[src/spx_defines.vh]
// spx_defines.vh: constants of the spi exception and response logic
// assumes inclusion by bare name from the design file; definitions only
`ifndef SPX_DEFINES_VH
`define SPX_DEFINES_VH

// frame layout
`define SPX_FRAME_BITS 5'd16
`define SPX_CNT_MAX 5'h1F
`define SPX_B_TOP 15
`define SPX_B_ACC 14
`define SPX_B_AX 13
`define SPX_B_AHI 12
`define SPX_B_ALO 8
`define SPX_B_CFGHI 2
`define SPX_B_CFGLO 1

// register addresses
`define SPX_ADDR_STAT 5'h14
`define SPX_ADDR_CTL 5'h10

// response codes, bits 15:12 of the response word
`define SPX_RSP_ACC_OK 4'h1
`define SPX_RSP_WR_OK 4'h2
`define SPX_RSP_RD_OK 4'h3
`define SPX_RSP_SPI_ERR 4'hF
`define SPX_RSP_MISO_ERR 4'hE
`define SPX_RSP_INV_ACC 4'hD
`define SPX_RSP_INV_REG 4'hC
`define SPX_RSP_INT_ERR 4'hB
`define SPX_RSP_INV_DATA 4'hB
`define SPX_RSP_ST_ERR 4'hA

// accel status field values
`define SPX_ST_NORMAL 2'h0
`define SPX_ST_OVR 2'h2

// device status register bit positions
`define SPX_S_MISM 0
`define SPX_S_INIT 1
`define SPX_S_RES 2
`define SPX_S_IDE 3
`define SPX_S_OFSX 4
`define SPX_S_OFSY 5
`define SPX_S_MOD 6
`define SPX_S_ST 7

`endif

[src/spx_exception_logic.v]
// spx_exception_logic.v: spi slave frame checking, exception priority and response selection
// assumes pins arrive asynchronously to i_clk_sys and the link clock is far slower than it
//
// Contract
// - spi error if rising sclk count per frame is not 16 or sclk high at start
// - spi error if sclk is high when chip select is released
// - any command parity failure is a spi error
// - spi error on accel bit 15 or bits 3..11 set, or read bits 0..7 set
// - any spi error answers with the spi error code next frame
// - spi error leaves arming unchanged, pulse code output keeps running
// - every driven output bit is read back; a mismatch sets the mismatch flag
// - accel request in a mismatch frame is dropped, no arming, miso error next
// - register write in a mismatch frame is done but answered with miso error
// - register read in a mismatch frame is dropped, miso error, no clear on read
// - mismatch flag holds until a good read of the device status register
// - accel config disagreement answers invalid accel once, no fault, no arming
// - invalid register answer on unreadable, unwritable, or locked writes except control
// - init or reset flags: internal error answer, no arming, pulse code disabled
// - init flag clears when initialization ends; reset flag clears on status read
// - internal error flag set by otp crc, register crc, self-test or logic fault
// - crc internal error: internal error answer, no arming, registers still work
// - register crc error after lock clears only by reset; otp crc error never clears
// - self-test failure answers self-test error, held until status read if gone
// - offset over-range: valid data status 10, arming kept, one extra 10 after
// - modulator over-range: valid data status 10, arming kept, one extra 10 after
// - first output after reset is spi error; accel answered invalid until reset flag cleared
// - mode 0 msb first, pins ignored while chip select released
// - command parity is odd over all sixteen bits
// - each answer goes out in the frame after its command
// - register write only after the frame ends, dropped on spi error
`timescale 1ns/1ps
`default_nettype none
`include "spx_defines.vh"

module spx_exception_logic #(
   parameter [31:0] READABLE_MASK = 32'h0010FFFF,
   parameter [31:0] WRITABLE_MASK = 32'h0001FFFF
) (
   input wire i_clk_sys,
   input wire i_arst_n,
   input wire i_cs_n,
   input wire i_sclk,
   input wire i_mosi,
   input wire i_miso_rb,
   input wire i_init_done,
   input wire i_config_lock_flag,
   input wire [1:0] i_cfg_bits,
   input wire i_otp_crc_fail,
   input wire i_wreg_crc_fail,
   input wire i_selftest_fail,
   input wire i_logic_fault,
   input wire i_ofs_ovr_x,
   input wire i_ofs_ovr_y,
   input wire i_modulator_ovr,
   input wire [9:0] i_accel_x,
   input wire [9:0] i_accel_y,
   input wire [7:0] i_reg_rdata,
   output reg o_miso,
   output reg o_miso_oe,
   output reg [4:0] o_reg_addr,
   output reg o_wr_strobe,
   output reg [7:0] o_wr_data,
   output reg o_arm_update,
   output reg o_arm_axis,
   output reg o_pcm_enable,
   output reg [7:0] o_device_status_register
);

   // odd parity check over a frame
   function parity_ok;
      input [15:0] w;
      begin
         parity_ok = ^w;
      end
   endfunction

   // synchroniser stages: a, b, c per pin
   reg [3:0] sync_a;
   reg [3:0] sync_b;
   reg [3:0] sync_c;
   reg [3:0] filt;
   reg [3:0] filt_q;
   wire cs_n_f = filt[0];
   wire sclk_f = filt[1];
   wire mosi_f = filt[2];
   wire rb_f = filt[3];
   wire cs_fall = filt_q[0] & ~cs_n_f;
   wire cs_rise = ~filt_q[0] & cs_n_f;
   wire sclk_rise = ~filt_q[1] & sclk_f;
   wire sclk_fall = filt_q[1] & ~sclk_f;

   // three stage sync, a change counts once stages b and c agree
   always @(posedge i_clk_sys or negedge i_arst_n) begin
      if (!i_arst_n) begin
         sync_a <= 4'h1;
         sync_b <= 4'h1;
         sync_c <= 4'h1;
         filt <= 4'h1;
         filt_q <= 4'h1;
      end else begin
         sync_a <= {i_miso_rb, i_mosi, i_sclk, i_cs_n};
         sync_b <= sync_a;
         sync_c <= sync_b;
         filt <= (sync_c & ~(sync_b ^ sync_c)) | (filt & (sync_b ^ sync_c));
         filt_q <= filt;
      end
   end

   reg in_frame;
   reg [4:0] edge_cnt;
   reg [15:0] rx;
   reg [15:0] tx;
   reg start_err;
   reg frame_mism;

   // sticky state
   reg mism_flag;
   reg init_pending;
   reg reset_occurred;
   reg otp_err;
   reg wreg_err;
   reg st_err;
   reg logic_err;
   reg ofsx_flag;
   reg ofsy_flag;
   reg mod_flag;
   reg ofsx_hold;
   reg ofsy_hold;
   reg mod_hold;

   // end of frame decode
   wire [4:0] addr = rx[`SPX_B_AHI:`SPX_B_ALO];
   wire is_acc = rx[`SPX_B_ACC];
   wire is_wr = ~is_acc & rx[`SPX_B_AX];
   wire is_rd = ~is_acc & ~rx[`SPX_B_AX];
   wire ax_y = rx[`SPX_B_AX];
   wire spi_err = start_err | sclk_f | (edge_cnt != `SPX_FRAME_BITS)
      | ~parity_ok(rx)
      | (is_acc & (rx[`SPX_B_TOP] | (|rx[11:3])))
      | (is_rd & (|rx[7:0]));
   wire cfg_bad = is_acc & (rx[`SPX_B_CFGHI:`SPX_B_CFGLO] != i_cfg_bits);
   wire reg_bad = (is_rd & ~READABLE_MASK[addr])
      | (is_wr & (~WRITABLE_MASK[addr] | (i_config_lock_flag & (addr != `SPX_ADDR_CTL))));
   wire wr_ok = is_wr & ~spi_err & ~reg_bad;
   wire rd_ok = is_rd & ~spi_err & ~frame_mism & ~reg_bad;
   wire stat_rd = cs_rise & in_frame & rd_ok & (addr == `SPX_ADDR_STAT);
   wire internal_error_flag = otp_err | wreg_err | st_err | logic_err;
   wire ovr_x = i_ofs_ovr_x | ofsx_hold | i_modulator_ovr | mod_hold;
   wire ovr_y = i_ofs_ovr_y | ofsy_hold | i_modulator_ovr | mod_hold;
   wire acc_ovr = ax_y ? ovr_y : ovr_x;
   wire [7:0] status_byte = {st_err, mod_flag, ofsy_flag, ofsx_flag, internal_error_flag, reset_occurred, init_pending, mism_flag};
   // pad echo is judged as its bit is left: by the sclk fall it has crossed the same synchroniser as the bit
   wire rb_check = in_frame & ~cs_n_f & sclk_fall & (rb_f != o_miso);

   // response selection by fixed priority
   reg [3:0] next_code;
   reg [11:0] next_body;
   reg next_arm;
   always @* begin
      next_arm = 1'b0;
      next_body = 12'h000;
      if (spi_err) begin
         next_code = `SPX_RSP_SPI_ERR;
      end else if (frame_mism) begin
         next_code = `SPX_RSP_MISO_ERR;
      end else if (is_acc & cfg_bad) begin
         next_code = `SPX_RSP_INV_ACC;
      end else if (~is_acc & reg_bad) begin
         next_code = `SPX_RSP_INV_REG;
      end else if (is_wr) begin
         next_code = `SPX_RSP_WR_OK;
         next_body = {4'h0, rx[7:0]};
      end else if (is_rd) begin
         next_code = `SPX_RSP_RD_OK;
         next_body = {4'h0, (addr == `SPX_ADDR_STAT) ? status_byte : i_reg_rdata};
      end else if (reset_occurred) begin
         next_code = `SPX_RSP_INV_DATA;
      end else if (init_pending) begin
         next_code = `SPX_RSP_INT_ERR;
      end else if (st_err) begin
         next_code = `SPX_RSP_ST_ERR;
      end else if (internal_error_flag) begin
         next_code = `SPX_RSP_INT_ERR;
      end else begin
         next_code = `SPX_RSP_ACC_OK;
         next_body = {(acc_ovr ? `SPX_ST_OVR : `SPX_ST_NORMAL), (ax_y ? i_accel_y : i_accel_x)};
         next_arm = 1'b1;
      end
   end

   // frame engine: shift in on rising sclk, shift out on falling, readback check
   always @(posedge i_clk_sys or negedge i_arst_n) begin
      if (!i_arst_n) begin
         in_frame <= 1'b0;
         edge_cnt <= 5'h00;
         rx <= 16'h0000;
         tx <= {`SPX_RSP_SPI_ERR, 12'h000};
         start_err <= 1'b0;
         frame_mism <= 1'b0;
         o_miso <= 1'b0;
         o_miso_oe <= 1'b0;
         o_reg_addr <= 5'h00;
         o_wr_strobe <= 1'b0;
         o_wr_data <= 8'h00;
         o_arm_update <= 1'b0;
         o_arm_axis <= 1'b0;
      end else begin
         o_wr_strobe <= 1'b0;
         o_arm_update <= 1'b0;
         if (cs_fall) begin
            in_frame <= 1'b1;
            edge_cnt <= 5'h00;
            start_err <= sclk_f;
            frame_mism <= 1'b0;
            o_miso <= tx[15];
            o_miso_oe <= 1'b1;
         end else if (cs_rise & in_frame) begin
            // checks made here, answer loaded for the next frame
            in_frame <= 1'b0;
            o_miso_oe <= 1'b0;
            o_miso <= 1'b0;
            tx <= {next_code, next_body};
            o_wr_strobe <= wr_ok;
            o_wr_data <= rx[7:0];
            o_arm_update <= is_acc & next_arm;
            o_arm_axis <= ax_y;
         end else if (in_frame & ~cs_n_f) begin
            if (sclk_rise) begin
               rx <= {rx[14:0], mosi_f};
               o_reg_addr <= rx[11:7];
               if (edge_cnt != `SPX_CNT_MAX) begin
                  edge_cnt <= edge_cnt + 5'd1;
               end
            end else if (sclk_fall) begin
               if (rb_check) begin
                  frame_mism <= 1'b1;
               end
               o_miso <= tx[14];
               tx <= {tx[14:0], 1'b0};
            end
         end
      end
   end

   // sticky flags: a set wins over a clear in the same cycle
   always @(posedge i_clk_sys or negedge i_arst_n) begin
      if (!i_arst_n) begin
         mism_flag <= 1'b0;
         init_pending <= 1'b1;
         reset_occurred <= 1'b1;
         otp_err <= 1'b0;
         wreg_err <= 1'b0;
         st_err <= 1'b0;
         logic_err <= 1'b0;
         ofsx_flag <= 1'b0;
         ofsy_flag <= 1'b0;
         mod_flag <= 1'b0;
         ofsx_hold <= 1'b0;
         ofsy_hold <= 1'b0;
         mod_hold <= 1'b0;
         o_pcm_enable <= 1'b0;
         o_device_status_register <= 8'h00;
      end else begin
         mism_flag <= (mism_flag & ~stat_rd) | rb_check;
         init_pending <= init_pending & ~i_init_done;
         reset_occurred <= reset_occurred & ~stat_rd;
         otp_err <= otp_err | i_otp_crc_fail;
         wreg_err <= (wreg_err & ~(stat_rd & ~i_config_lock_flag)) | i_wreg_crc_fail;
         st_err <= (st_err & ~stat_rd) | i_selftest_fail;
         logic_err <= (logic_err & ~stat_rd) | i_logic_fault;
         ofsx_flag <= (ofsx_flag & ~stat_rd) | i_ofs_ovr_x;
         ofsy_flag <= (ofsy_flag & ~stat_rd) | i_ofs_ovr_y;
         mod_flag <= (mod_flag & ~stat_rd) | i_modulator_ovr;
         // one extra over-range answer after the condition goes away
         ofsx_hold <= i_ofs_ovr_x | (ofsx_hold & ~(cs_rise & in_frame & next_arm & ~ax_y));
         ofsy_hold <= i_ofs_ovr_y | (ofsy_hold & ~(cs_rise & in_frame & next_arm & ax_y));
         mod_hold <= i_modulator_ovr | (mod_hold & ~(cs_rise & in_frame & next_arm));
         o_pcm_enable <= ~(init_pending | reset_occurred);
         o_device_status_register <= status_byte;
      end
   end

endmodule // spx_exception_logic

`default_nettype wire
[config.mk]
export PLATFORM = sky130hd
export DESIGN_NAME = spx_exception_logic
export DESIGN_NICKNAME = d
export VERILOG_FILES = /design/src/spx_exception_logic.v
export VERILOG_INCLUDE_DIRS = /design/src /design/src/src
export SDC_FILE = /design/constraint.sdc
export NUM_CORES = 1
export LEC_CHECK = 0
export ABC_CLOCK_PERIOD_IN_PS = 2800
export BUFFER_PORTS_ARGS = -buffer_cell sky130_fd_sc_hd__clkbuf_2
export CAP_MARGIN = 0
export CORE_MARGIN = 10
export CORE_UTILIZATION = 45
export DETAILED_ROUTE_END_ITERATION = 8
export MAX_ROUTING_LAYER = met4
export PLACE_DENSITY = 0.74
export REMOVE_ABC_BUFFERS = 1
export SYNTH_ARGS = -nofsm -noshare
export SYNTH_HDL_FRONTEND = slang
export SYNTH_SLANG_ARGS = --single-unit
[constraint.sdc]
create_clock -name i_clk_sys -period 2.8 [get_ports i_clk_sys]
set_input_delay 0.84 -clock i_clk_sys [delete_from_list [all_inputs] [get_ports i_clk_sys]]
set_output_delay 0.84 -clock i_clk_sys [all_outputs]
set_load 0.03 [all_outputs]
==> results.rst, run 1 <==
.. list-table::
   :header-rows: 1

   * - Metric
     - Value
   * - Gpl congestion
     - slightly below 0.9
   * - Hold Path Class
     - register to register
   * - Drt wl/cell
     - between 15 and 20 um
   * - Start point of the critical path
     - o_reg_addr[2]
   * - Share of post-route cells with drive strength above 1
     - between 20% and 30%
   * - Via count of the routed design
     - roughly 3200
   * - Routed Wire Length
     - a little over 10 mm
   * - Mapped cell area
     - 4300 um2
   * - Initial antenna violation count
     - 0
   * - Maximum number of pins on one net before global-route repair
     - 52
   * - Yosys reg bits
     - 92
   * - Setup violation total in the final timing report
     - 0
   * - Largest stage delay on the critical path
     - about 470 ps
   * - CTS tree
     - built
   * - Setup clock skew after layout
     - between 9 and 10 ps
   * - First-pass GRT wire length
     - between 15 and 20 mm
   * - Per-instance average area after synthesis
     - between 10 and 15 um2
   * - Relative contribution of sequential cells to total power
     - between 40 and 50%
   * - Vias per Instance
     - approximately 5.4
   * - Clock root buffer master
     - sky130_fd_sc_hd__clkbuf_8
   * - Max-slew violation total from the final report
     - 0
   * - Worst Tran Pin Value
     - about 800 ps
   * - Count of mapped cells out of synthesis
     - 395
   * - Antenna-violating nets left
     - 0
   * - Max-Slew Margin vs Limit
     - a little under half
   * - Tmin final
     - 2500 ps
   * - Final Cycle Share
     - about nine tenths
   * - Count of synthesis-stage warnings from yosys
     - 0
   * - Category of the worst setup path capture point
     - register
   * - IR drop worst, VDD
     - about 0.00045 V
   * - Startpoint Class
     - register
   * - Post-synthesis adder-cell area fraction
     - roughly 3.8%
   * - Prevailing post-synth register cell
     - sky130_fd_sc_hd__dfrtp_1
   * - Reg-to-reg startpoint
     - o_reg_addr[2]
   * - Result of the run
     - finished, final reports clean
   * - Chip Height
     - 118 um
   * - Share of synthesized registers carrying an async set or reset
     - 100%
   * - Number of rows created at floorplan
     - 35
   * - Count of routing violations after the opening detailed-route iteration
     - 261
   * - PwrDens
     - between 600 and 700 nW/um2
   * - Share of cell area taken by muxes after synthesis
     - under 10%
   * - Sinks on the clock net
     - a little over 90
   * - Total congestion overflow after global routing
     - 0
   * - Setup repair after global routing missed its margin
     - no
   * - Worst-case clock buffer depth
     - 2
   * - Number of ports placed on the die boundary
     - slightly above 70
   * - Total design power
     - roughly 3.1 mW
   * - N_diodes
     - 0
   * - Post-synth top cells
     - 81 x sky130_fd_sc_hd__dfrtp_1, 37 x sky130_fd_sc_hd__nand2_1, 27 x sky130_fd_sc_hd__o21ai_0
   * - Count of nets after finishing
     - 519
   * - Die Footprint
     - roughly 14000 um2
   * - Post-CTS repair timing setup buffer count
     - 0
   * - Skew-Pair Late Insertion Delay
     - 370 ps
   * - Biggest area contributors in the synthesized netlist
     - sky130_fd_sc_hd__dfrtp_1 47%, sky130_fd_sc_hd__dfstp_2 6.7%, sky130_fd_sc_hd__mux2i_1 5.1%, sky130_fd_sc_hd__nand2_1 3.2%, sky130_fd_sc_hd__o21ai_0 3.1%
   * - Combinational family with the most area after synthesis
     - simple AND/OR/NAND/NOR gates
   * - Required time of the worst setup path
     - 3080 ps
   * - Number of synthesized flops with an enable pin
     - 0
   * - Total half-perimeter wirelength after legalization and detailed placement
     - just under 8 mm
   * - Post-synthesis to final-layout area growth
     - 15.9%
   * - Number of clock buffers inserted by TritonCTS
     - 9
   * - Synthesized-area fraction occupied by ao, oa, aoi and oai cells
     - a little over an eighth
   * - Filler cells
     - 852
   * - Most instantiated library cell after synthesis
     - sky130_fd_sc_hd__dfrtp_1
   * - Pint
     - between 2 and 2.5 mW
   * - Number of maximum-capacitance constraint violations
     - 0
   * - Starting density of the core
     - between 40 and 50%
   * - Cells along the critical path
     - inv_1, ha_1, xnor2_1, xnor3_1, xor2_1, nand4_1, o21ai_0
   * - Area share of the leading cell type in the synthesized netlist
     - a little under half
   * - PostCTS Resize Cnt
     - 0
   * - Share of total power in the clock network
     - between 30% and 40%
   * - Post-synthesis cell type count
     - between 50 and 60
   * - Startpoint of the tightest hold check path
     - sync_a[3]
   * - Combinational power share
     - 20.7%
   * - Std-Cell Core Area
     - just over 9000 um2
   * - Setup TNS after final layout
     - 0 ps
   * - Highest fanout seen on the critical path
     - 8
   * - Quantity of I/O buffers inserted on ports
     - 71
   * - Switching Fraction
     - 30.7%
   * - Synth area leader
     - sky130_fd_sc_hd__dfrtp_1
   * - CTS H-tree lvls
     - 3
   * - Critical Path AT
     - ~2800 ps
   * - Xor-xnor portion of the synthesized cell area
     - roughly 3.3%
   * - Number of global-route vias before repair
     - 3325
   * - Die extent in x
     - 118 um
   * - Cts-stage hold buffer count
     - 0
   * - Area fraction in and, or, nand and nor cells after synthesis
     - a little over an eighth
   * - Share of synthesized area occupied by flip-flops and latches
     - a little over half
   * - Post-route DRC
     - 0
   * - Tot GR Track Use
     - 15.6%
   * - Worst-path clk slew
     - 90 ps
   * - Sw power
     - between 0.9 and 1 mW
   * - Timing-limited maximum frequency
     - approximately 400 MHz
   * - Final Hold Fails
     - 0
   * - Setup CP Type
     - register to register
   * - Static power due to leakage
     - around 2.2 nW
   * - Number of detailed-routing iterations run before antenna repair
     - 5
   * - Worst-path cell with the longest stage delay
     - sky130_fd_sc_hd__dfrtp_1
## area by class of cell
class	instances	area, um2	share of cell area (%)
clock buffers	11	141	2.84
repair buffers	80	438	8.79
well taps	129	161	3.24
clock inverters	5	60.1	1.21
flip-flops and latches	92	2320	46.5
multi-input cells	263	1800	36.1
inverters	18	67.6	1.36
## per-layer routing
metal | global-route usage, % | vias to the layer above | share of wire, %
met5 | - | - | 0
li1 | - | 1529 | -
met1 | 20.4 | 1574 | 47
met3 | 4.03 | 14 | 6.2
met2 | 23.3 | 110 | 46
met4 | 4.71 | 0 | 1.5
## flip-flops by register name, indices dropped and copies added, names as in the netlist, 2 cells and up, named ones only
signal,flops
edge_cnt,5
filt_q,2
o_device_status_register,8
o_reg_addr,4
o_wr_data,8
rx,12
sync_a,4
sync_b,4
sync_c,4
tx,16
## stage by stage
| stage | hold slack (ps) | cells | instance area, um2 | setup slack [ps] | utilization [%] |
|---|---|---|---|---|---|
| 6_report | 354 | 598 | 4980 | 299 | 53.7 |
| 5_1_grt | 359 | 598 | 4980 | 53.7 | 53.7 |
| 4_1_cts | 356 | 598 | 4980 | 304 | 53.7 |
| 3_5_place_dp | 335 | 582 | 4780 | 328 | 51.5 |
| 3_3_place_gp | 335 | 582 | 4780 | 434 | 51.5 |
| 2_1_floorplan | 331 | 373 | 4180 | 344 | - |
## placed cells by master (no fill, tap or decap), types with 4 or more instances in the layout
cell type                  count
sky130_fd_sc_hd__a21o_1        9
sky130_fd_sc_hd__a21oi_1      16
sky130_fd_sc_hd__buf_4         9
sky130_fd_sc_hd__clkbuf_2     70
sky130_fd_sc_hd__clkbuf_8     10
sky130_fd_sc_hd__dfrtp_1      81
sky130_fd_sc_hd__dfstp_2      11
sky130_fd_sc_hd__ha_1         10
sky130_fd_sc_hd__inv_1        18
sky130_fd_sc_hd__maj3_1        4
sky130_fd_sc_hd__mux2_2       12
sky130_fd_sc_hd__mux2i_1      22
sky130_fd_sc_hd__nand2_1      37
sky130_fd_sc_hd__nand2b_1      8
sky130_fd_sc_hd__nand3_1       8
sky130_fd_sc_hd__nor2_1       22
sky130_fd_sc_hd__nor2b_1       4
sky130_fd_sc_hd__nor3_1        7
sky130_fd_sc_hd__nor4_1        4
sky130_fd_sc_hd__o21ai_0      27
sky130_fd_sc_hd__o221ai_1      9
sky130_fd_sc_hd__o22ai_1       9
sky130_fd_sc_hd__or3_1         5
sky130_fd_sc_hd__xnor2_1       9
## final timing paths
| path | to | slack [ps] | depth (start not counted) |
|---|---|---|---|
| min reg2reg | sync_b[3] | 350 | 0 |
| min | sync_b[3] | 350 | 0 |
| max reg2reg | tx[0] | 300 | 7 |
| min in group asynchronous | sync_a[1] | 440 | 1 |
| max in group asynchronous | tx[12] | 1650 | 2 |
| max | tx[0] | 300 | 7 |
## logic make-up after synthesis
family	Yosys count
buffers and inverters	40
DFF	92
xor gates and xnor gates	14
muxes	34
adders and majority gates	14
AOI/OAI and AO/OA	87
and+or+nand+nor	114
## power groups by stage
stage	Sequential [mW]	Clock, mW	Combinational (mW)
3_3_place_gp	1.54	0	0.625
6_report	1.52	0.927	0.640
4_1_cts	1.53	0.948	0.646
2_1_floorplan	1.59	0	0.355
3_5_place_dp	1.55	0	0.644
5_1_grt	1.54	1.01	0.706
## critical path: cells and delay by family, from the launching register on
kind                       cells  cell delay, ps
xor gates and xnor gates       3             890
DFF                            1             470
AOI/OAI and AO/OA              1             270
buffers and inverters          1              90
adders and majority gates      1             320
and+or+nand+nor                1             360
(Power assumes the default switching activity.)
==> run 2: changes to the inputs <==
==> constraint.sdc (replaced) <==
create_clock -name i_clk_sys -period 2.8 [get_ports i_clk_sys]
set_input_delay 0.14 -clock i_clk_sys [delete_from_list [all_inputs] [get_ports i_clk_sys]]
set_output_delay 0.14 -clock i_clk_sys [all_outputs]
set_load 0.03 [all_outputs]
==> run 2 against run 1 <==
Effect of this change: sequential cell count stayed put; first-iteration DRC count is 28% lower; core utilization increased by 1.5 points; global-route usage shrank 0.21 points; largest cell class unchanged; final area grew 2.9%; worst setup slack got worse by 29 ps; cell count up 2.0%; highest routed layer unchanged.
==> results.rst, run 2 (synthesis gave the netlist of run 1 again) <==
.. list-table::
   :header-rows: 1

   * - Metric
     - Value
   * - Die extent in x
     - 118 um (unchanged)
   * - Tmin final
     - 2530 ps (+29.4 ps)
   * - First-pass GRT wire length
     - 17.3 mm (+0.20%)
   * - Number of instances in the placed design
     - 581 (-0.17%)
   * - Switching Fraction
     - 29.9% (-0.84 points)
   * - PostCTS Resize Cnt
     - 0 (unchanged)
   * - CTS H-tree lvls
     - 3 (unchanged)
   * - Chip Height
     - 118 um (unchanged)
   * - Number of detailed-routing iterations run before antenna repair
     - 5 (unchanged)
   * - Largest stage delay on the critical path
     - 470 ps (about the same)
   * - Routed Wire Length
     - 10.2 mm (+0.12%)
   * - Worst-path cell with the longest stage delay
     - sky130_fd_sc_hd__or3_1
   * - Highest fanout seen on the critical path
     - 7 (-1)
   * - Vias per Instance
     - 5.37 (-0.54%)
   * - Most common cell after layout, fill and taps aside
     - sky130_fd_sc_hd__dfrtp_1
   * - Setup clock skew after layout
     - 16.0 ps (+6.89 ps)
   * - Worst-path clk slew
     - 100 ps (about the same)
   * - Sinks on the clock net
     - 92 (unchanged)
   * - Combinational power share
     - 19.7% (-1.0 points)
   * - PwrDens
     - 611 nW/um2 (-1.5%)
   * - Setup violation total in the final timing report
     - 0 (unchanged)
   * - Antenna-violating nets left
     - 0 (unchanged)
   * - Relative contribution of sequential cells to total power
     - 48.6% (-0.7 points)
   * - Count of nets after finishing
     - 531 (+2.3%)
   * - Startpoint Class
     - register
   * - Total half-perimeter wirelength after legalization and detailed placement
     - 7.70 mm (-0.61%)
   * - Result of the run
     - finished, final reports clean
   * - Skew-Pair Late Insertion Delay
     - 360 ps (about the same)
   * - Max-slew violation total from the final report
     - 0 (unchanged)
   * - Share of post-route cells with drive strength above 1
     - 26.0% (-0.66 points)
   * - Final Hold Fails
     - 0 (unchanged)
   * - Worst Tran Pin Value
     - 760 ps (-39.2 ps)
   * - Number of clock buffers inserted by TritonCTS
     - 9 (unchanged)
   * - Maximum number of pins on one net before global-route repair
     - 48 (-7.7%)
   * - Gpl congestion
     - 0.892 (+0.60%)
   * - Quantity of I/O buffers inserted on ports
     - 71 (unchanged)
   * - Number of ports placed on the die boundary
     - 72 (unchanged)
   * - Setup TNS after final layout
     - 0 ps (unchanged)
   * - Via count of the routed design
     - 3274 (+1.5%)
   * - Final Cycle Share
     - 90.4% (+1.0 points)
   * - Pint
     - 2.20 mW (+2.6%)
   * - CTS tree
     - built
   * - Count of non-filler cells in the finished layout
     - 610 (+2.0%)
   * - Std-Cell Core Area
     - 9280 um2 (unchanged)
   * - Combined area of the multi-input logic cells
     - 1800 um2 (unchanged)
   * - Max-Slew Margin vs Limit
     - 49.2% (+2.6 points)
   * - Number of global-route vias before repair
     - 3337 (+0.36%)
   * - Clock root buffer master
     - sky130_fd_sc_hd__clkbuf_8
   * - Number of maximum-capacitance constraint violations
     - 0 (unchanged)
   * - Leading cell types in the layout, fill and taps excluded
     - 81 x sky130_fd_sc_hd__dfrtp_1, 70 x sky130_fd_sc_hd__clkbuf_2, 37 x sky130_fd_sc_hd__nand2_1
   * - Post-DP Area
     - 4770 um2 (-0.16%)
   * - Startpoint of the tightest hold check path
     - i_accel_x[9]
   * - Required time of the worst setup path
     - 3050 ps (-30 ps)
   * - Drt wl/cell
     - 16.8 um (-1.9%)
   * - Cells along the critical path
     - inv_1, ha_1, xnor2_1, xnor3_1, xnor2_2, or3_1, a21o_1
   * - Setup repair after global routing missed its margin
     - no
   * - Filler cells
     - 857 (+0.59%)
   * - Initial antenna violation count
     - 0 (unchanged)
   * - Share of total power in the clock network
     - 31.7% (+1.7 points)
   * - Number of rows created at floorplan
     - 35 (unchanged)
   * - Category of the worst setup path capture point
     - register
   * - Max reg flops
     - 16 (unchanged)
   * - Critical Path AT
     - 2780 ps (about the same)
   * - Count of routing violations after the opening detailed-route iteration
     - 189 (-28%)
   * - IR drop worst, VDD
     - 0.000432 V (-5.1%)
   * - Top flop regs
     - tx: 16 flops, rx: 12 flops
   * - Static power due to leakage
     - 2.30 nW (+2.9%)
   * - Design Area, Final
     - 5130 um2 (+2.9%)
   * - Die Footprint
     - 13900 um2 (unchanged)
   * - Register Area
     - 2320 um2 (unchanged)
   * - Tot GR Track Use
     - 15.4% (-0.21 points)
   * - Start point of the critical path
     - o_reg_addr[2]
   * - Hold Path Class
     - input port to register
   * - Setup CP Type
     - register to register
   * - Register with the most flip-flops
     - tx
   * - Timing-limited maximum frequency
     - 395 MHz (-1.2%)
   * - Post-route DRC
     - 0 (unchanged)
   * - Cts-stage hold buffer count
     - 13 (+13)
   * - N_diodes
     - 0 (unchanged)
   * - Worst-case clock buffer depth
     - 2 (unchanged)
   * - Sw power
     - 0.936 mW (-1.4%)
   * - Reg-to-reg startpoint
     - o_reg_addr[2]
   * - Post-CTS repair timing setup buffer count
     - 0 (unchanged)
   * - Total congestion overflow after global routing
     - 0 (unchanged)
   * - Starting density of the core
     - 46.3% (unchanged)
   * - Post-synthesis to final-layout area growth
     - 19.2%
run 2: cell types whose count changed in the layout (fill, tap and decap cells not counted), sizes merged:
cell	previous run	this run
clkinvlp	1	0
clkbuf	81	79
buf	10	9
dlygate4sd3	0	13
clkinv	1	3
bufinv	1	2
run 2: power groups by stage:
stage | Sequential (mW) | Clock [mW] | Combinational (mW)
2_1_floorplan | 1.59 | 0 | 0.355
3_5_place_dp | 1.55 | 0 | 0.607
5_1_grt | 1.54 | 1.07 | 0.684
3_3_place_gp | 1.54 | 0 | 0.594
6_report | 1.52 | 0.993 | 0.618
4_1_cts | 1.52 | 1.01 | 0.624
run 2: final timing paths:
check,slack [ps],depth (start not counted),end
min reg2reg,360,0,sync_b[3]
min,150,3,tx[9]
min in group asynchronous,340,2,sync_a[1]
max,270,7,logic_err
max in group asynchronous,1740,3,init_pending
max reg2reg,270,7,logic_err
run 2: stage by stage:
stage	utilization, %	hold WS [ps]	setup WS (ps)	power [mW]
final	55.2	154	270	3.13
after global routing	55.2	163	127	3.29
after floorplan	-	-156	344	1.94
after detailed placement	51.4	197	309	2.16
after global placement	51.4	192	394	2.14
after CTS	55.2	142	277	3.16
run 2: critical path, delay by kind of cell, from the launching register on:
kind | cells | cell delay (ps)
compound gates | 1 | 220
flops | 1 | 450
simple gates | 1 | 470
fa+ha+maj | 1 | 320
buf+inv | 1 | 90
xor+xnor | 3 | 870
run 2: layout make-up:
type / instances / area share, %
Clock buffer: 9 / 2.42
Clock inverter: 7 / 1.93
Inverter: 18 / 1.32
Multi-Input combinational cell: 263 / 35.1
Sequential cell: 92 / 45.2
Tap cell: 129 / 3.15
Timing Repair Buffer: 92 / 10.9
run 2: metal layers:
metal / vias to the layer above / wire length (um) / track usage, %
met3: 11 / 533 / 2.40
li1: 1556 / - / -
met5: - / 0 / -
met4: 0 / 147 / 4.79
met1: 1579 / 4820 / 20.7
met2: 128 / 4730 / 23.3
==> run 3: changes to the inputs <==
- ABC_AREA: unset -> 1
- PLACE_DENSITY: 0.74 -> 0.68
- SETUP_SLACK_MARGIN: unset -> 0.02
==> run 3 against run 2 <==
Effect of this change: cell count grew 17%; worst setup slack gained 120 ps; non-clock buffer count shrank 1; synthesized area grew 0.17%; synthesized cell count grew 26%; critical path type unchanged; largest cell class unchanged; highest routed layer unchanged.
==> results.rst, run 3 <==
.. list-table::
   :header-rows: 1

   * - Metric
     - Value
   * - Share of post-route cells with drive strength above 1
     - 19.8% (-6.2 points)
   * - CTS H-tree lvls
     - 3 (unchanged)
   * - Share of synthesized registers carrying an async set or reset
     - 100% (unchanged)
   * - Share of synthesized area occupied by flip-flops and latches
     - 53.8% (-0.094 points)
   * - Max-Slew Margin vs Limit
     - 56.5% (+7.3 points)
   * - Post-CTS repair timing setup buffer count
     - 0 (unchanged)
   * - Tot GR Track Use
     - 15.7% (+0.27 points)
   * - Tmin final
     - 2410 ps (-121 ps)
   * - Number of rows created at floorplan
     - 35 (unchanged)
   * - Worst-path clk slew
     - 90 ps (about the same)
   * - IR drop worst, VDD
     - 0.000318 V (-26%)
   * - Reg-to-reg startpoint
     - rx[2]
   * - Startpoint Class
     - register
   * - Count of synthesis-stage warnings from yosys
     - 0 (unchanged)
   * - Worst-case clock buffer depth
     - 2 (unchanged)
   * - Number of ports placed on the die boundary
     - 72 (unchanged)
   * - Quantity of I/O buffers inserted on ports
     - 71 (unchanged)
   * - Starting density of the core
     - 46.4% (+0.081 points)
   * - Per-instance average area after synthesis
     - 8.65 um2 (-21%)
   * - Static power due to leakage
     - 2.48 nW (+7.9%)
   * - PwrDens
     - 648 nW/um2 (+6.1%)
   * - Skew-Pair Late Insertion Delay
     - 360 ps (about the same)
   * - Layout Utilization
     - 54.6% (-0.61 points)
   * - Final Cycle Share
     - 86.0% (-4.3 points)
   * - Number of maximum-capacitance constraint violations
     - 0 (unchanged)
   * - Gpl congestion
     - 0.886 (-0.66%)
   * - Prevailing post-synth register cell
     - sky130_fd_sc_hd__dfrtp_1
   * - Leading cell types in the layout, fill and taps excluded
     - 136 x sky130_fd_sc_hd__nand2_1, 81 x sky130_fd_sc_hd__dfrtp_1, 70 x sky130_fd_sc_hd__clkbuf_2
   * - Die extent in x
     - 118 um (about the same)
   * - Total half-perimeter wirelength after legalization and detailed placement
     - 7.79 mm (+1.2%)
   * - Sinks on the clock net
     - 92 (unchanged)
   * - Count of mapped cells out of synthesis
     - 498 (+26%)
   * - Mapped cell area
     - 4310 um2 (+0.17%)
   * - Post-synth top cells
     - 136 x sky130_fd_sc_hd__nand2_1, 81 x sky130_fd_sc_hd__dfrtp_1, 44 x sky130_fd_sc_hd__inv_1
   * - CTS tree
     - built
   * - Routed Wire Length
     - 10.5 mm (+2.5%)
   * - Number of global-route vias before repair
     - 3539 (+6.1%)
   * - Vias per Instance
     - 4.98 (-7.3%)
   * - Biggest area contributors in the synthesized netlist
     - sky130_fd_sc_hd__dfrtp_1 47%, sky130_fd_sc_hd__nand2_1 12%, sky130_fd_sc_hd__dfstp_2 6.7%, sky130_fd_sc_hd__o21ai_0 4.8%, sky130_fd_sc_hd__nand3_1 4.2%
   * - Worst Tran Pin Value
     - 650 ps (-111 ps)
   * - Maximum number of pins on one net before global-route repair
     - 41 (-15%)
   * - Yosys reg bits
     - 92 (unchanged)
   * - Chip Height
     - 118 um (about the same)
   * - Area share of the leading cell type in the synthesized netlist
     - 47.1% (-0.082 points)
   * - Max-slew violation total from the final report
     - 0 (unchanged)
   * - Critical Path AT
     - 2660 ps (-120 ps)
   * - Clock root buffer master
     - sky130_fd_sc_hd__clkbuf_8
   * - Setup violation total in the final timing report
     - 0 (unchanged)
   * - Most common cell after layout, fill and taps aside
     - sky130_fd_sc_hd__nand2_1
   * - Result of the run
     - finished, final reports clean
   * - Post-route DRC
     - 0 (unchanged)
   * - Setup clock skew after layout
     - 8.08 ps (-7.90 ps)
   * - Initial antenna violation count
     - 0 (unchanged)
   * - Synth area leader
     - sky130_fd_sc_hd__dfrtp_1
   * - N_diodes
     - 0 (unchanged)
   * - Start point of the critical path
     - rx[2]
   * - Final Hold Fails
     - 0 (unchanged)
   * - Die Footprint
     - 13900 um2 (+0.14%)
   * - Max reg flops
     - 16 (unchanged)
   * - Required time of the worst setup path
     - 3050 ps (about the same)
   * - Drt wl/cell
     - 14.7 um (-12%)
   * - Setup TNS after final layout
     - 0 ps (unchanged)
   * - Via count of the routed design
     - 3553 (+8.5%)
   * - Category of the worst setup path capture point
     - register
   * - Number of synthesized flops with an enable pin
     - 0 (unchanged)
   * - Count of nets after finishing
     - 635 (+20%)
   * - Number of detailed-routing iterations run before antenna repair
     - 4 (-1)
   * - Startpoint of the tightest hold check path
     - i_modulator_ovr
   * - Filler cells
     - 877 (+2.3%)
   * - Std-Cell Core Area
     - 9280 um2 (unchanged)
   * - Total congestion overflow after global routing
     - 0 (unchanged)
   * - Highest fanout seen on the critical path
     - 19 (+12)
   * - Post-synthesis cell type count
     - 33 (-39%)
   * - Count of routing violations after the opening detailed-route iteration
     - 245 (+30%)
   * - First-pass GRT wire length
     - 17.6 mm (+2.0%)
   * - Setup repair after global routing missed its margin
     - no
   * - Register with the most flip-flops
     - tx
   * - Timing-limited maximum frequency
     - 415 MHz (+5.0%)
   * - Most instantiated library cell after synthesis
     - sky130_fd_sc_hd__nand2_1
   * - Hold Path Class
     - input port to register
   * - Post-synthesis to final-layout area growth
     - 17.7%
   * - Setup CP Type
     - register to register
   * - Antenna-violating nets left
     - 0 (unchanged)
   * - Number of clock buffers inserted by TritonCTS
     - 9 (unchanged)
   * - Top flop regs
     - tx: 16 flops, rx: 12 flops
## run 3: kinds of logic after synthesis
family,after synthesis,synth area share [%]
buffers and inverters,67,6.77
and+or+nand+nor,234,22.9
xor gates and xnor gates,9,1.83
AOI/OAI and AO/OA,82,10.9
adders and majority gates,14,3.83
DFF,92,53.8
## run 3: critical path, stage by stage, from the launching register on
cell and delay (ps):
sky130_fd_sc_hd__dfrtp_1 430, sky130_fd_sc_hd__inv_1 100, sky130_fd_sc_hd__ha_1 330, sky130_fd_sc_hd__nand2_1 90, sky130_fd_sc_hd__inv_1 40, sky130_fd_sc_hd__nor2_1 80
sky130_fd_sc_hd__nand2_1 70, sky130_fd_sc_hd__nand2_1 60, sky130_fd_sc_hd__nand2_1 60, sky130_fd_sc_hd__nand3_1 80, sky130_fd_sc_hd__nand2_2 70, sky130_fd_sc_hd__nor2_4 350
sky130_fd_sc_hd__nand3_1 220, sky130_fd_sc_hd__nor2_2 210, sky130_fd_sc_hd__a21oi_1 90
## run 3: final timing paths
check	endpoint	slack, ps	depth (start not counted)
max in group asynchronous	tx[13]	1700	3
hold / removal	mod_flag	5	2
min in group asynchronous	o_reg_addr[3]	280	2
hold reg to reg	sync_b[1]	350	0
setup reg to reg	ofsy_hold	390	14
setup / recovery	ofsy_hold	390	14
## run 3: power by group
group	internal, mW	switching [mW]
registers	1.54	0.133
logic	0.288	0.500
clock network	0.349	0.481
## run 3: per-stage QoR
step | hold slack [ps] | cell area (um2) | setup slack, ps | std cells | power [mW]
after floorplan | -156 | 4190 | 217 | 478 | 2.21
after global placement | 146 | 4770 | 472 | 686 | 2.45
after detailed placement | 154 | 4770 | 415 | 686 | 2.47
after CTS | 0.173 | 5070 | 405 | 714 | 3.30
after global routing | 6.30 | 5070 | 146 | 714 | 3.50
final | 4.94 | 5070 | 391 | 714 | 3.29
## run 3: final cells by class
| cell class | instances | area, um2 | share of cell area (%) |
|---|---|---|---|
| clock buffer | 11 | 141 | 2.79 |
| clock inverter | 5 | 37.5 | 0.740 |
| inverter | 47 | 176 | 3.48 |
| multi-input combinational | 339 | 1700 | 33.5 |
| sequential | 92 | 2320 | 45.7 |
| tap | 129 | 161 | 3.18 |
| timing repair buffer | 91 | 538 | 10.6 |
## run 3: timing repair
item,CTS,global route
hold endpoints to repair,47,0
gates resized for setup,0,0
hold buffers,12,0
## run 3: layer usage
metal  global-route usage [%]  vias to the layer above  wire (um)
li1                         -                     1776          -
met1                     21.1                     1665       5130
met2                     22.9                       98       4740
met3                     3.88                       14        470
met4                     4.33                        0        148
met5                        -                        -          0
